File: src/nvs_defs.vh
`ifndef NVS_DEFS_VH
`define NVS_DEFS_VH

// Array geometry
`define NVS_ADDR_W        17
`define NVS_ADDR_INC      17'h00001
`define NVS_QTR_BASE      17'h18000
`define NVS_HALF_BASE     17'h10000

// Serial framing
`define NVS_BIT_FIRST     3'h0
`define NVS_BIT_STEP      3'h1
`define NVS_BIT_LAST      3'h7
`define NVS_ABYTE_FIRST   2'h0
`define NVS_ABYTE_STEP    2'h1
`define NVS_ABYTE_LAST    2'h2

// Command opcodes
`define NVS_OP_WRSR       8'h01
`define NVS_OP_WRITE      8'h02
`define NVS_OP_READ       8'h03
`define NVS_OP_WRITE_DISABLE_CMD       8'h04
`define NVS_OP_RDSR       8'h05
`define NVS_OP_WREN       8'h06
`define NVS_OP_PLS_OFF    8'h19
`define NVS_OP_STORE      8'h3C
`define NVS_OP_PLS_ON     8'h59
`define NVS_OP_RECALL     8'h60

// Block guard encodings
`define NVS_GUARD_NONE    2'h0
`define NVS_GUARD_QTR     2'h1
`define NVS_GUARD_HALF    2'h2
`define NVS_GUARD_ALL     2'h3

// Status byte layout
`define NVS_SR_BUSY       0
`define NVS_SR_WEL        1
`define NVS_SR_GUARD_LO   2
`define NVS_SR_GUARD_HI   3
`define NVS_SR_AUTOSAVE   6

// Reset values and fill
`define NVS_AUTOSAVE_RST  1'b1
`define NVS_GUARD_RST     2'h0
// Pin idle levels: power fail low, all others high
`define NVS_SYNC_IDLE     7'h3F
`define NVS_BYTE_ZERO     8'h00
`define NVS_REFUSED_BYTE  8'h00

// Write buffer shape
`define NVS_BUF_W         25
`define NVS_BUF_DEPTH     2

`endif

File: src/nvs_slave.v
`timescale 1ns/1ps
`default_nettype none
`include "nvs_defs.vh"

module nvs_slave (
  // Clock and reset
  input  wire                     clock_i,
  input  wire                     nrst_i,
  // Serial link
  input  wire                     cs_n_i,
  input  wire                     sck_i,
  input  wire                     mosi_i,
  input  wire                     hold_n_i,
  output wire                     so_o,
  output wire                     so_oe_o,
  // Write protect
  input  wire                     wp_n_i,
  // Store busy pin
  input  wire                     store_busy_pin_i,
  output wire                     store_busy_pin_o,
  output wire                     store_busy_pin_oe_o,
  // Power loss warning
  input  wire                     power_fail_i,
  // Array read port
  output wire                     mem_rd_o,
  output wire [`NVS_ADDR_W-1:0]   mem_rd_addr_o,
  input  wire [7:0]               mem_rdata_i,
  // Array write port
  output wire                     mem_wr_valid_o,
  input  wire                     mem_wr_ready_i,
  output wire [`NVS_ADDR_W-1:0]   mem_wr_addr_o,
  output wire [7:0]               mem_wr_data_o,
  // Nonvolatile control
  output wire                     nv_store_o,
  output wire                     nv_recall_o,
  input  wire                     nv_done_i,
  // Status
  output wire                     busy_o,
  output wire                     write_enabled_o,
  output wire                     block_guard_bit0_o,
  output wire                     block_guard_bit1_o,
  output wire                     autosave_on_o,
  output wire                     overrun_o
);

  localparam [2:0] ST_CMD    = 3'h0;
  localparam [2:0] ST_ADDR   = 3'h1;
  localparam [2:0] ST_WDATA  = 3'h2;
  localparam [2:0] ST_RDATA  = 3'h3;
  localparam [2:0] ST_SRRD   = 3'h4;
  localparam [2:0] ST_SRWR   = 3'h5;
  localparam [2:0] ST_IGNORE = 3'h6;

  reg                   rst_s1_reg;
  reg                   rst_n_reg;
  reg [6:0]             sync1_reg;
  reg [6:0]             sync2_reg;
  reg                   sck_d_reg;
  reg [2:0]             state_reg;
  reg [2:0]             bit_cnt_reg;
  reg [1:0]             abyte_cnt_reg;
  reg [6:0]             rx_reg;
  reg [`NVS_ADDR_W-1:0] addr_reg;
  reg                   is_read_reg;
  reg [7:0]             tx_reg;
  reg [7:0]             rd_data_reg;
  reg                   mem_rd_reg;
  reg [`NVS_ADDR_W-1:0] mem_rd_addr_reg;
  reg                   rd_pend_reg;
  reg                   wel_reg;
  reg [1:0]             guard_reg;
  reg                   autosave_reg;
  reg                   dirty_reg;
  reg                   busy_reg;
  reg                   nv_store_reg;
  reg                   nv_recall_reg;
  reg                   overrun_reg;

  wire                   pf_s;
  wire                   hsb_s;
  wire                   wp_s;
  wire                   hold_s;
  wire                   mosi_s;
  wire                   sck_s;
  wire                   cs_s;
  wire                   buf_ready;
  wire [`NVS_ADDR_W-1:0] addr_full;
  wire [`NVS_ADDR_W-1:0] rd_addr;
  wire [7:0]             byte_in;

  function guarded;
    input [`NVS_ADDR_W-1:0] a;
    input [1:0]             g;
    begin
      case (g)
        `NVS_GUARD_QTR:  guarded = (a >= `NVS_QTR_BASE);
        `NVS_GUARD_HALF: guarded = (a >= `NVS_HALF_BASE);
        `NVS_GUARD_ALL:  guarded = 1'b1;
        default:         guarded = 1'b0;
      endcase
    end
  endfunction

  function [7:0] status_byte;
    input       busy;
    input       wel;
    input [1:0] g;
    input       autosave;
    reg   [7:0] s;
    begin
      s = `NVS_BYTE_ZERO;
      s[`NVS_SR_BUSY] = busy;
      s[`NVS_SR_WEL] = wel;
      s[`NVS_SR_GUARD_HI:`NVS_SR_GUARD_LO] = g;
      s[`NVS_SR_AUTOSAVE] = autosave;
      status_byte = s;
    end
  endfunction

  assign {pf_s, hsb_s, wp_s, hold_s, mosi_s, sck_s, cs_s} = sync2_reg;
  // Edges count only while selected and not held
  wire active    = ~cs_s & hold_s;
  wire sck_rise  = active & sck_s & ~sck_d_reg;
  wire sck_fall  = active & ~sck_s & sck_d_reg;
  wire byte_done = sck_rise & (bit_cnt_reg == `NVS_BIT_LAST);
  wire rd_state  = (state_reg == ST_RDATA) | (state_reg == ST_SRRD);
  wire opc_done  = byte_done & (state_reg == ST_CMD);
  wire abyte_last = (abyte_cnt_reg == `NVS_ABYTE_LAST);

  assign byte_in   = {rx_reg, mosi_s};
  assign addr_full = {addr_reg[`NVS_ADDR_W-9:0], byte_in};
  // Outside low on the pin, or power loss, also inhibits access
  wire blocked = busy_reg | ~hsb_s | pf_s;
  wire wr_ok   = wel_reg & wp_s & ~blocked & ~guarded(addr_reg, guard_reg);
  wire in_wr   = byte_done & (state_reg == ST_WDATA);
  wire push    = in_wr & wr_ok & buf_ready;
  wire rd_issue = byte_done & (((state_reg == ST_ADDR) & abyte_last & is_read_reg)
                  | (state_reg == ST_RDATA));
  assign rd_addr = (state_reg == ST_RDATA) ? addr_reg : addr_full;
  wire sw_store  = opc_done & (byte_in == `NVS_OP_STORE);
  wire sw_recall = opc_done & (byte_in == `NVS_OP_RECALL);
  // Conditional saves need a write since the last transfer
  wire hw_save   = dirty_reg & (~hsb_s | (pf_s & autosave_reg));
  wire store_go  = ~busy_reg & (sw_store | hw_save);
  wire recall_go = ~busy_reg & sw_recall & ~store_go;

  always @(posedge clock_i or negedge nrst_i)
    if (!nrst_i)
      {rst_n_reg, rst_s1_reg} <= 2'h0;
    else
      {rst_n_reg, rst_s1_reg} <= {rst_s1_reg, 1'h1};
  always @(posedge clock_i or negedge rst_n_reg)
  begin
    if (!rst_n_reg)
    begin
      sync1_reg       <= `NVS_SYNC_IDLE;
      sync2_reg       <= `NVS_SYNC_IDLE;
      sck_d_reg       <= 1'b0;
      state_reg       <= ST_CMD;
      bit_cnt_reg     <= `NVS_BIT_FIRST;
      abyte_cnt_reg   <= `NVS_ABYTE_FIRST;
      rx_reg          <= 7'h00;
      addr_reg        <= {`NVS_ADDR_W{1'b0}};
      is_read_reg     <= 1'b0;
      tx_reg          <= `NVS_BYTE_ZERO;
      rd_data_reg     <= `NVS_BYTE_ZERO;
      mem_rd_reg      <= 1'b0;
      mem_rd_addr_reg <= {`NVS_ADDR_W{1'b0}};
      rd_pend_reg     <= 1'b0;
      wel_reg         <= 1'b0;
      guard_reg       <= `NVS_GUARD_RST;
      autosave_reg    <= `NVS_AUTOSAVE_RST;
      dirty_reg       <= 1'b0;
      busy_reg        <= 1'b0;
      nv_store_reg    <= 1'b0;
      nv_recall_reg   <= 1'b0;
      overrun_reg     <= 1'b0;
    end
    else
    begin
      sync1_reg     <= {power_fail_i, store_busy_pin_i, wp_n_i, hold_n_i, mosi_i, sck_i, cs_n_i};
      sync2_reg     <= sync1_reg;
      sck_d_reg     <= sck_s;
      mem_rd_reg    <= 1'b0;
      rd_pend_reg   <= mem_rd_reg;
      nv_store_reg  <= store_go;
      nv_recall_reg <= recall_go;
      if (rd_pend_reg)
        rd_data_reg <= mem_rdata_i;
      if (store_go || recall_go)
        busy_reg <= 1'b1;
      else if (nv_done_i)
        busy_reg <= 1'b0;
      if (push)
        dirty_reg <= 1'b1;
      else if (store_go || recall_go)
        dirty_reg <= 1'b0;
      if (in_wr && wr_ok && !buf_ready)
        overrun_reg <= 1'b1;
      else if (opc_done)
        overrun_reg <= 1'b0;
      if (rd_issue)
      begin
        mem_rd_reg      <= ~blocked;
        mem_rd_addr_reg <= rd_addr;
        if (blocked)
          rd_data_reg <= `NVS_REFUSED_BYTE;
      end
      if (cs_s)
      begin
        state_reg     <= ST_CMD;
        bit_cnt_reg   <= `NVS_BIT_FIRST;
        abyte_cnt_reg <= `NVS_ABYTE_FIRST;
      end
      else
      begin
        if (sck_rise)
        begin
          bit_cnt_reg <= bit_cnt_reg + `NVS_BIT_STEP;
          rx_reg      <= byte_in[6:0];
        end
        if (sck_fall && rd_state)
          tx_reg <= (bit_cnt_reg == `NVS_BIT_FIRST) ? rd_data_reg : {tx_reg[6:0], 1'b0};
        if (byte_done)
        begin
          case (state_reg)
            ST_CMD:
            begin
              state_reg <= ST_IGNORE;
              case (byte_in)
                `NVS_OP_READ:
                begin
                  state_reg   <= ST_ADDR;
                  is_read_reg <= 1'b1;
                end
                `NVS_OP_WRITE:
                begin
                  state_reg   <= ST_ADDR;
                  is_read_reg <= 1'b0;
                end
                `NVS_OP_RDSR:
                begin
                  state_reg   <= ST_SRRD;
                  rd_data_reg <= status_byte(busy_reg, wel_reg, guard_reg, autosave_reg);
                end
                `NVS_OP_WRSR:   state_reg <= ST_SRWR;
                `NVS_OP_WREN:   wel_reg <= 1'b1;
                `NVS_OP_WRITE_DISABLE_CMD:   wel_reg <= 1'b0;
                `NVS_OP_PLS_ON:  autosave_reg <= 1'b1;
                `NVS_OP_PLS_OFF: autosave_reg <= 1'b0;
                default:        state_reg <= ST_IGNORE;
              endcase
            end
            ST_ADDR:
            begin
              abyte_cnt_reg <= abyte_cnt_reg + `NVS_ABYTE_STEP;
              addr_reg      <= addr_full;
              if (abyte_last)
              begin
                state_reg <= is_read_reg ? ST_RDATA : ST_WDATA;
                if (is_read_reg)
                  addr_reg <= addr_full + `NVS_ADDR_INC;
              end
            end
            ST_WDATA, ST_RDATA: addr_reg <= addr_reg + `NVS_ADDR_INC;
            ST_SRRD:
              rd_data_reg <= status_byte(busy_reg, wel_reg, guard_reg, autosave_reg);
            ST_SRWR:
            begin
              state_reg <= ST_IGNORE;
              if (wel_reg && wp_s)
                guard_reg <= byte_in[`NVS_SR_GUARD_HI:`NVS_SR_GUARD_LO];
            end
            default: state_reg <= ST_IGNORE;
          endcase
        end
      end
    end
  end

  nvs_buf #(
    .WIDTH (`NVS_BUF_W),
    .DEPTH (`NVS_BUF_DEPTH)
  ) u_wr_buf (
    .clock_i     (clock_i),
    .rst_n_i     (rst_n_reg),
    .in_valid_i  (push),
    .in_ready_o  (buf_ready),
    .in_data_i   ({addr_reg, byte_in}),
    .out_valid_o (mem_wr_valid_o),
    .out_ready_i (mem_wr_ready_i),
    .out_data_o  ({mem_wr_addr_o, mem_wr_data_o})
  );

  assign so_o                = tx_reg[7];
  assign so_oe_o             = active & rd_state;
  assign store_busy_pin_o    = 1'b0;
  assign store_busy_pin_oe_o = busy_reg;
  assign mem_rd_o            = mem_rd_reg;
  assign mem_rd_addr_o       = mem_rd_addr_reg;
  assign nv_store_o          = nv_store_reg;
  assign nv_recall_o         = nv_recall_reg;
  assign busy_o              = busy_reg;
  assign write_enabled_o     = wel_reg;
  assign block_guard_bit0_o  = guard_reg[0];
  assign block_guard_bit1_o  = guard_reg[1];
  assign autosave_on_o       = autosave_reg;
  assign overrun_o           = overrun_reg;

endmodule

`default_nettype wire

File: src/nvs_buf.v
`timescale 1ns/1ps
`default_nettype none
`include "nvs_defs.vh"

module nvs_buf #(
  parameter WIDTH = `NVS_BUF_W,
  parameter DEPTH = `NVS_BUF_DEPTH
) (
  // Clock and reset
  input  wire             clock_i,
  input  wire             rst_n_i,
  // Fill side
  input  wire             in_valid_i,
  output wire             in_ready_o,
  input  wire [WIDTH-1:0] in_data_i,
  // Drain side
  output wire             out_valid_o,
  input  wire             out_ready_i,
  output wire [WIDTH-1:0] out_data_o
);

  reg [WIDTH-1:0] slot_reg [0:DEPTH-1];
  reg             wr_ptr_reg;
  reg             rd_ptr_reg;
  reg [1:0]       count_reg;

  wire push = in_valid_i & in_ready_o;
  wire pop  = out_valid_o & out_ready_i;

  assign in_ready_o  = (count_reg != DEPTH[1:0]);
  assign out_valid_o = (count_reg != 2'h0);
  assign out_data_o  = slot_reg[rd_ptr_reg];

  genvar gi;
  generate
    for (gi = 0; gi < DEPTH; gi = gi + 1)
    begin : g_slot
      always @(posedge clock_i or negedge rst_n_i)
      begin
        if (!rst_n_i)
          slot_reg[gi] <= {WIDTH{1'b0}};
        else if (push && (wr_ptr_reg == gi[0]))
          slot_reg[gi] <= in_data_i;
      end
    end
  endgenerate

  always @(posedge clock_i or negedge rst_n_i)
  begin
    if (!rst_n_i)
    begin
      wr_ptr_reg <= 1'b0;
      rd_ptr_reg <= 1'b0;
      count_reg  <= 2'h0;
    end
    else
    begin
      if (push)
        wr_ptr_reg <= ~wr_ptr_reg;
      if (pop)
        rd_ptr_reg <= ~rd_ptr_reg;
      if (push && !pop)
        count_reg <= count_reg + 2'h1;
      else if (pop && !push)
        count_reg <= count_reg - 2'h1;
    end
  end

endmodule

`default_nettype wire

File: config.mk
export PLATFORM = sky130hd
export DESIGN_NAME = nvs_slave
export DESIGN_NICKNAME = d
export VERILOG_FILES = /design/src/nvs_slave.v /design/src/nvs_buf.v
export VERILOG_INCLUDE_DIRS = /design/src /design/src/src
export SDC_FILE = /design/constraint.sdc
export NUM_CORES = 1
export LEC_CHECK = 0
export ABC_AREA = 0
export BUFFER_PORTS_ARGS = -buffer_cell sky130_fd_sc_hd__buf_2
export CAP_MARGIN = 15
export CORE_UTILIZATION = 40
export CTS_CLUSTER_SIZE = 20
export DETAILED_ROUTE_END_ITERATION = 7
export GPL_TIMING_DRIVEN = 0
export PLACE_DENSITY = 0.55
export SYNTH_ARGS = -nofsm -noshare
export SYNTH_HDL_FRONTEND = slang
export SYNTH_SLANG_ARGS = --single-unit
File: constraint.sdc
create_clock -name clock_i -period 9.06 [get_ports clock_i]
set_input_delay 1.812 -clock clock_i [delete_from_list [all_inputs] [get_ports clock_i]]
set_output_delay 1.812 -clock clock_i [all_outputs]
set_load 0.03 [all_outputs]
# == Word level (Yosys, flattened, before mapping) ==
# Index checks and enable logic that the tools add are counted.
# classes
n_mux,39
reduce_logical,38
eq_ne,23
n_bitwise,43
add_sub_neg,6
order_cmp,3
# op_table
operator,n
$mux W25,3
$mux W8,7
$mux W17,3
$add A17 B1 Y17 const B,2
$ge A17 B17 Y1 const B,2
$pmux W17 S2,1
$and A1 B1 Y1,26
$eq A8 B3 Y1 const B,3
$reduce_bool A2 Y1,12
$pmux W3 S3,2
$eq A8 B2 Y1 const B,2
$eq A8 B7 Y1 const B,2
$pmux W8 S2,1
$reduce_and A4 Y1,4
$mux W3,5
$mux W2,5
$not A1 Y1,10
$eq A3 B3 Y1 const B,3
$eq A8 B1 Y1 const B,1
$eq A8 B5 Y1 const B,1
$eq A8 B6 Y1 const B,1
$logic_and A1 B1 Y1,8
$mux W1,8
$eq A2 B2 Y1 const B,3
21 further kinds,37
# totals
ff_bits,148
out_inout_bits,56
word_cells,181
in_bits,19

# == Depth between registers and ports, before layout ==
# logic_depth
word_depth,14
mapped_depth,10
ltp_nobuf,9

# == By module ==
# From an unflattened synthesis, not the netlist that was laid out.
# unflattened
cells_unflattened,648
hier_area_um2,7382.1
# modules_own_cells
mod,instances,seq_area_each_um2,area_each_um2,cells_each
nvs_slave,1,2368.5,4807.1,497
nvs_buf,1,1351.3,2575.0,151

# == Least setup slack after synthesis ==
# OpenSTA, ideal clock, no wires.
# synth_path
kind,flip-flop to output port
start,register state_reg[1]
end,output so_oe_o
slack_ps,5678
arrival_ps,1570
path_stages_with_launch,4
n_path_buf,1
required_time_ps,7248
cell_sequence,dfrtp_1 > clkbuf_1 > or3b_2 > a21oi_1
# synth_between
elab_chain_cells,3
word_cells_on_any_way,4
cone_classes,eq/ne (2); bitwise (2)
# synth_rtl
item,line,source
from (decl),nvs_slave.v:59,reg [2:0] state_reg;
from (signal assigned),nvs_slave.v:260,state_reg <= is_read_reg ? ST_RDATA : ST_WDATA;
$eq A3 B2 Y1 / $eq A3 B3 Y1 (equally long branches),nvs_slave.v:126,wire rd_state = (state_reg == ST_RDATA) | (state_reg == ST_SRRD);
$or A1 B1 Y1 (*),nvs_slave.v:126,
$and A1 B1 Y1 (*),nvs_slave.v:296,assign so_oe_o = active & rd_state;
to (decl),nvs_slave.v:15,"output wire so_oe_o,"
# Mark *: on every way between the ends. The rest lies on a longest branch, timed or not.

# == Final worst setup path ==
# layout_path
start,register u_wr_buf.rd_ptr_reg
end,output mem_wr_data_o[1]
# layout_between
elab_chain_cells,4
# layout_rtl
item,line,source
from (decl),nvs_buf.v:24,reg rd_ptr_reg;
from (signal assigned),nvs_buf.v:61,rd_ptr_reg <= ~rd_ptr_reg;
$not A1 Y2 (implied by the code),nvs_buf.v:32,assign out_data_o = slot_reg[rd_ptr_reg];
$mux W25 (implied by the code) (3 in series),nvs_buf.v:32,
to (decl),nvs_slave.v:32,"output wire [7:0] mem_wr_data_o,"
# Every way passes these cells. The select of a mux whose other input is x is not followed.

==> PnR_summary.wiki <==
{| class="wikitable"
! Metric !! Value
|-
| Number of clock sinks || 148
|-
| Core outline area || 17500 um^2
|-
| Worst flop-to-flop path startpoint || bit_cnt_reg[0]
|-
| Largest net degree at the start of global routing || 72
|-
| Share of layout cells above drive strength 1 || between 30 and 40%
|-
| Peak supply drop || 0.127 mV
|-
| Count of port buffers added during placement || 73
|-
| Net Count, Synth || 676
|-
| All-Layer GR Usage || 20.1%
|-
| Setup Buffers After CTS || 0
|-
| Post-cts resize count || 0
|-
| Fraction of the cycle the final worst path needs || 45.6%
|-
| Critical Path End Type || primary output
|-
| Initial DRC Count || 384
|-
| Sequential fraction of the synthesis area || 51.5%
|-
| Category of the most critical setup path || flop to primary output
|-
| Run status || completed
|-
| Initial Util || 41.3%
|-
| Worst Skew || 13.1 ps
|-
| Worst Tran Pin Value || 882 ps
|-
| Number of global-route vias before repair || 5337
|-
| Number of synthesized flops with an enable pin || 0
|-
| H-tree levels || 4
|-
| Number of CTS-inserted buffers || 17
|-
| Clock share of power || 48.8%
|-
| P_int || 1.17 mW
|-
| Horiz. Die Dim || 136 um
|-
| FFs w/ async S/R, synth || between 90% and 100%
|-
| Final Hold Violating Endpoints || 0
|-
| Number of core rows || between 40 and 50
|-
| Area enclosed by the die boundary || 18600 um^2
|-
| Proportion of total power due to net switching || 23.0%
|-
| Post-detailed-route wirelength per cell || 17.7 um
|-
| Final worst path period need || 4130 ps
|-
| Antenna Violating Nets Remaining || 0
|-
| Maximum capacitance violations || 0
|-
| Total cell area at the placement stage || slightly below 8000 um^2
|-
| Utilization after layout || ~49%
|-
| Synthesis-to-layout area growth || 18.5%
|-
| Total non-filler cell area in the finished layout || between 8000 and 9000 um^2
|-
| RePlAce Congestion || between 0.8 and 0.9
|-
| Critical path startpoint || u_wr_buf.rd_ptr_reg
|-
| Max-slew headroom at the worst pin || between 40% and 50%
|-
| Flip-flop and latch count after synthesis || 148
|-
| DPL Wire Length || 12.3 mm
|-
| Number of instances in the synthesized netlist || 646
|-
| Register share of total power || 45.1%
|-
| Total number of vias || roughly 5200
|-
| Number of nets in the final layout || 770
|-
| Buffer levels on the longest clock path || 2
|-
| Clk root buf || sky130_fd_sc_hd__clkbuf_16
|-
| Hold buffers post-CTS || 0
|-
| Achievable clock frequency || 242 MHz
|-
| Data required time of the critical path || between 7000 and 8000 ps
|-
| Height of the chip || approximately 140 um
|-
| Top-Level Pins || 75
|-
| Setup repair after global routing missed its margin || no
|-
| Path class of the lowest-slack min-delay path || flop to async pin
|-
| Pre-CTS setup slack || 5340 ps
|-
| Per-instance average area after synthesis || 11.2 um^2
|-
| Final slew viol count || 0
|-
| Later-pin clock latency in the skew report || between 400 and 500 ps
|-
| Psw || 0.350 mW
|-
| Clk pin slew, worst setup/hold paths || about 70 ps
|-
| Part of the total power dissipated in combinational logic || 6.1%
|-
| Global-route wire length before repair || 28.0 mm
|-
| Diode count || 0
|-
| Via-to-Cell Ratio || between 5 and 6
|-
| Maximum fanout along the worst path || 10
|-
| Post-synthesis cell type count || 63
|-
| Initial antenna violation count || 0
|-
| Final setup violation count || 0
|-
| Startpoint kind of the worst setup timing path || flop
|-
| Number of flip-flops in the largest register || 50
|-
| CTS tree || done
|-
| Router iterations before antenna repair || 5
|-
| Most instantiated flip-flop cell in the synthesis netlist || sky130_fd_sc_hd__dfrtp_1
|-
| Smallest setup slack after layout || around 4900 ps
|-
| Wire length reported by the detailed router || between 15 and 20 mm
|-
| Leakage || 4.12 nW
|-
| Post-synthesis instance area || 7220 um^2
|-
| DRC violations left || 0
|-
| Sum of negative setup slack || 0 ps
|-
| Yosys warns || 0
|-
| Final-layout worst hold slack || between 100 and 150 ps
|-
| Overflow left after global routing || 0
|-
| CP Data Arrival Time || 2320 ps
|-
| PwrDens || 177 nW/um^2
|}
-- cells in the mapped netlist (all sizes together), types with 3 or more instances --
library cell | number | area (um^2)
nand2 | 58 | 228
nand4 | 9 | 56.3
nor4 | 7 | 58.8
a21oi | 26 | 130
mux2i | 31 | 310
nor2b | 9 | 56.3
inv | 15 | 56.3
dfstp | 13 | 342
and4 | 5 | 43.8
nor2 | 34 | 128
clkbuf | 28 | 105
buf | 22 | 168
o31ai | 8 | 60.1
nor3b | 3 | 22.5
or3 | 3 | 18.8
xnor2 | 13 | 114
nand2b | 9 | 56.3
nand3 | 13 | 75.1
nor3 | 9 | 45.0
nand3b | 3 | 22.5
and3 | 4 | 25.0
or2 | 3 | 18.8
xor2 | 8 | 70.1
o21ai | 43 | 215
dfrtp | 135 | 3380
ha | 11 | 138
nor4b | 3 | 26.3
o211ai | 5 | 37.5
mux2 | 84 | 946
-- cell usage in the layout, fill, tap and decap left out, drive strengths merged, types with 3 or more instances in the layout --
cell type / instances
and3: 4
o21ai: 43
xor2: 8
mux2i: 31
clkbuf: 49
or2: 3
dfstp: 13
o211ai: 5
nor4: 7
nand2b: 9
nand3: 13
nand4: 9
mux2: 84
ha: 11
and4: 5
nor3b: 3
or3: 3
nand2: 58
nor2b: 9
xnor2: 13
clkinv: 6
bufinv: 3
nor3: 9
buf: 97
inv: 15
o31ai: 8
nand3b: 3
a21oi: 26
nor2: 34
nor4b: 3
dfrtp: 135
-- layer usage --
layer  GRT usage, %  share of wire, %  vias up  routed length [um]
li1               -                 -     2473                   -
met1           27.8                48     2562                8350
met2           30.2                45      167                7790
met3           4.10               4.9       23                 856
met4           8.89               1.9        0                 328
met5              0                 0        -                   0
-- cells by family after synthesis --
group / after synthesis / share of synthesized area (%)
xor+xnor: 21 / 2.55
simple gates: 178 / 13.0
flops: 148 / 51.5
buf+inv: 65 / 4.56
other cells: 2 / 0.104
mux: 115 / 17.4
compound gates: 106 / 9.04
fa+ha+maj: 11 / 1.91
-- path summary, 6_finish.rpt --
check | endpoint | slack [ps] | cells after the start
setup / recovery | mem_wr_data_o[1] | 4930 | 4
hold / removal | u_wr_buf.count_reg[1] | 150 | 0
setup reg to reg | u_wr_buf.count_reg[1] | 6570 | 9
hold reg to reg | u_wr_buf.count_reg[1] | 150 | 0
max in group asynchronous | rst_n_reg | 7790 | 1
min in group clock_i | sync2_reg[5] | 350 | 0
-- critical path: stages (launching register included) --
cell and delay, ps:
sky130_fd_sc_hd__dfrtp_1 320, sky130_fd_sc_hd__clkbuf_1 380, sky130_fd_sc_hd__buf_1 580, sky130_fd_sc_hd__mux2_2 420
sky130_fd_sc_hd__buf_2 180
-- power groups by stage --
stage / Sequential (mW) / Clock (mW) / Combinational [mW]
floorplan: 0.701 / 0 / 0.0506
global placement: 0.708 / 0 / 0.0749
detailed placement: 0.697 / 0 / 0.0919
CTS: 0.685 / 0.755 / 0.0923
global route: 0.686 / 0.784 / 0.104
finish: 0.685 / 0.740 / 0.0919
-- metrics by stage --
stage               std cells  power, mW
floorplan                 646      0.752
global placement          944      0.783
detailed placement        946      0.789
CTS                       978       1.53
global route              978       1.57
finish                    978       1.52
-- layout make-up --
class | instances | area, um^2
fillers | 1591 | 8920
plain buffers | 50 | 273
flip-flops and latches | 148 | 3720
well taps | 225 | 282
clock inverters | 11 | 150
inverters | 15 | 56.3
clock buffers | 21 | 480
multi-input cells | 433 | 3170
repair buffers | 75 | 420
Note: power is estimated with default switching activity, not from simulation.
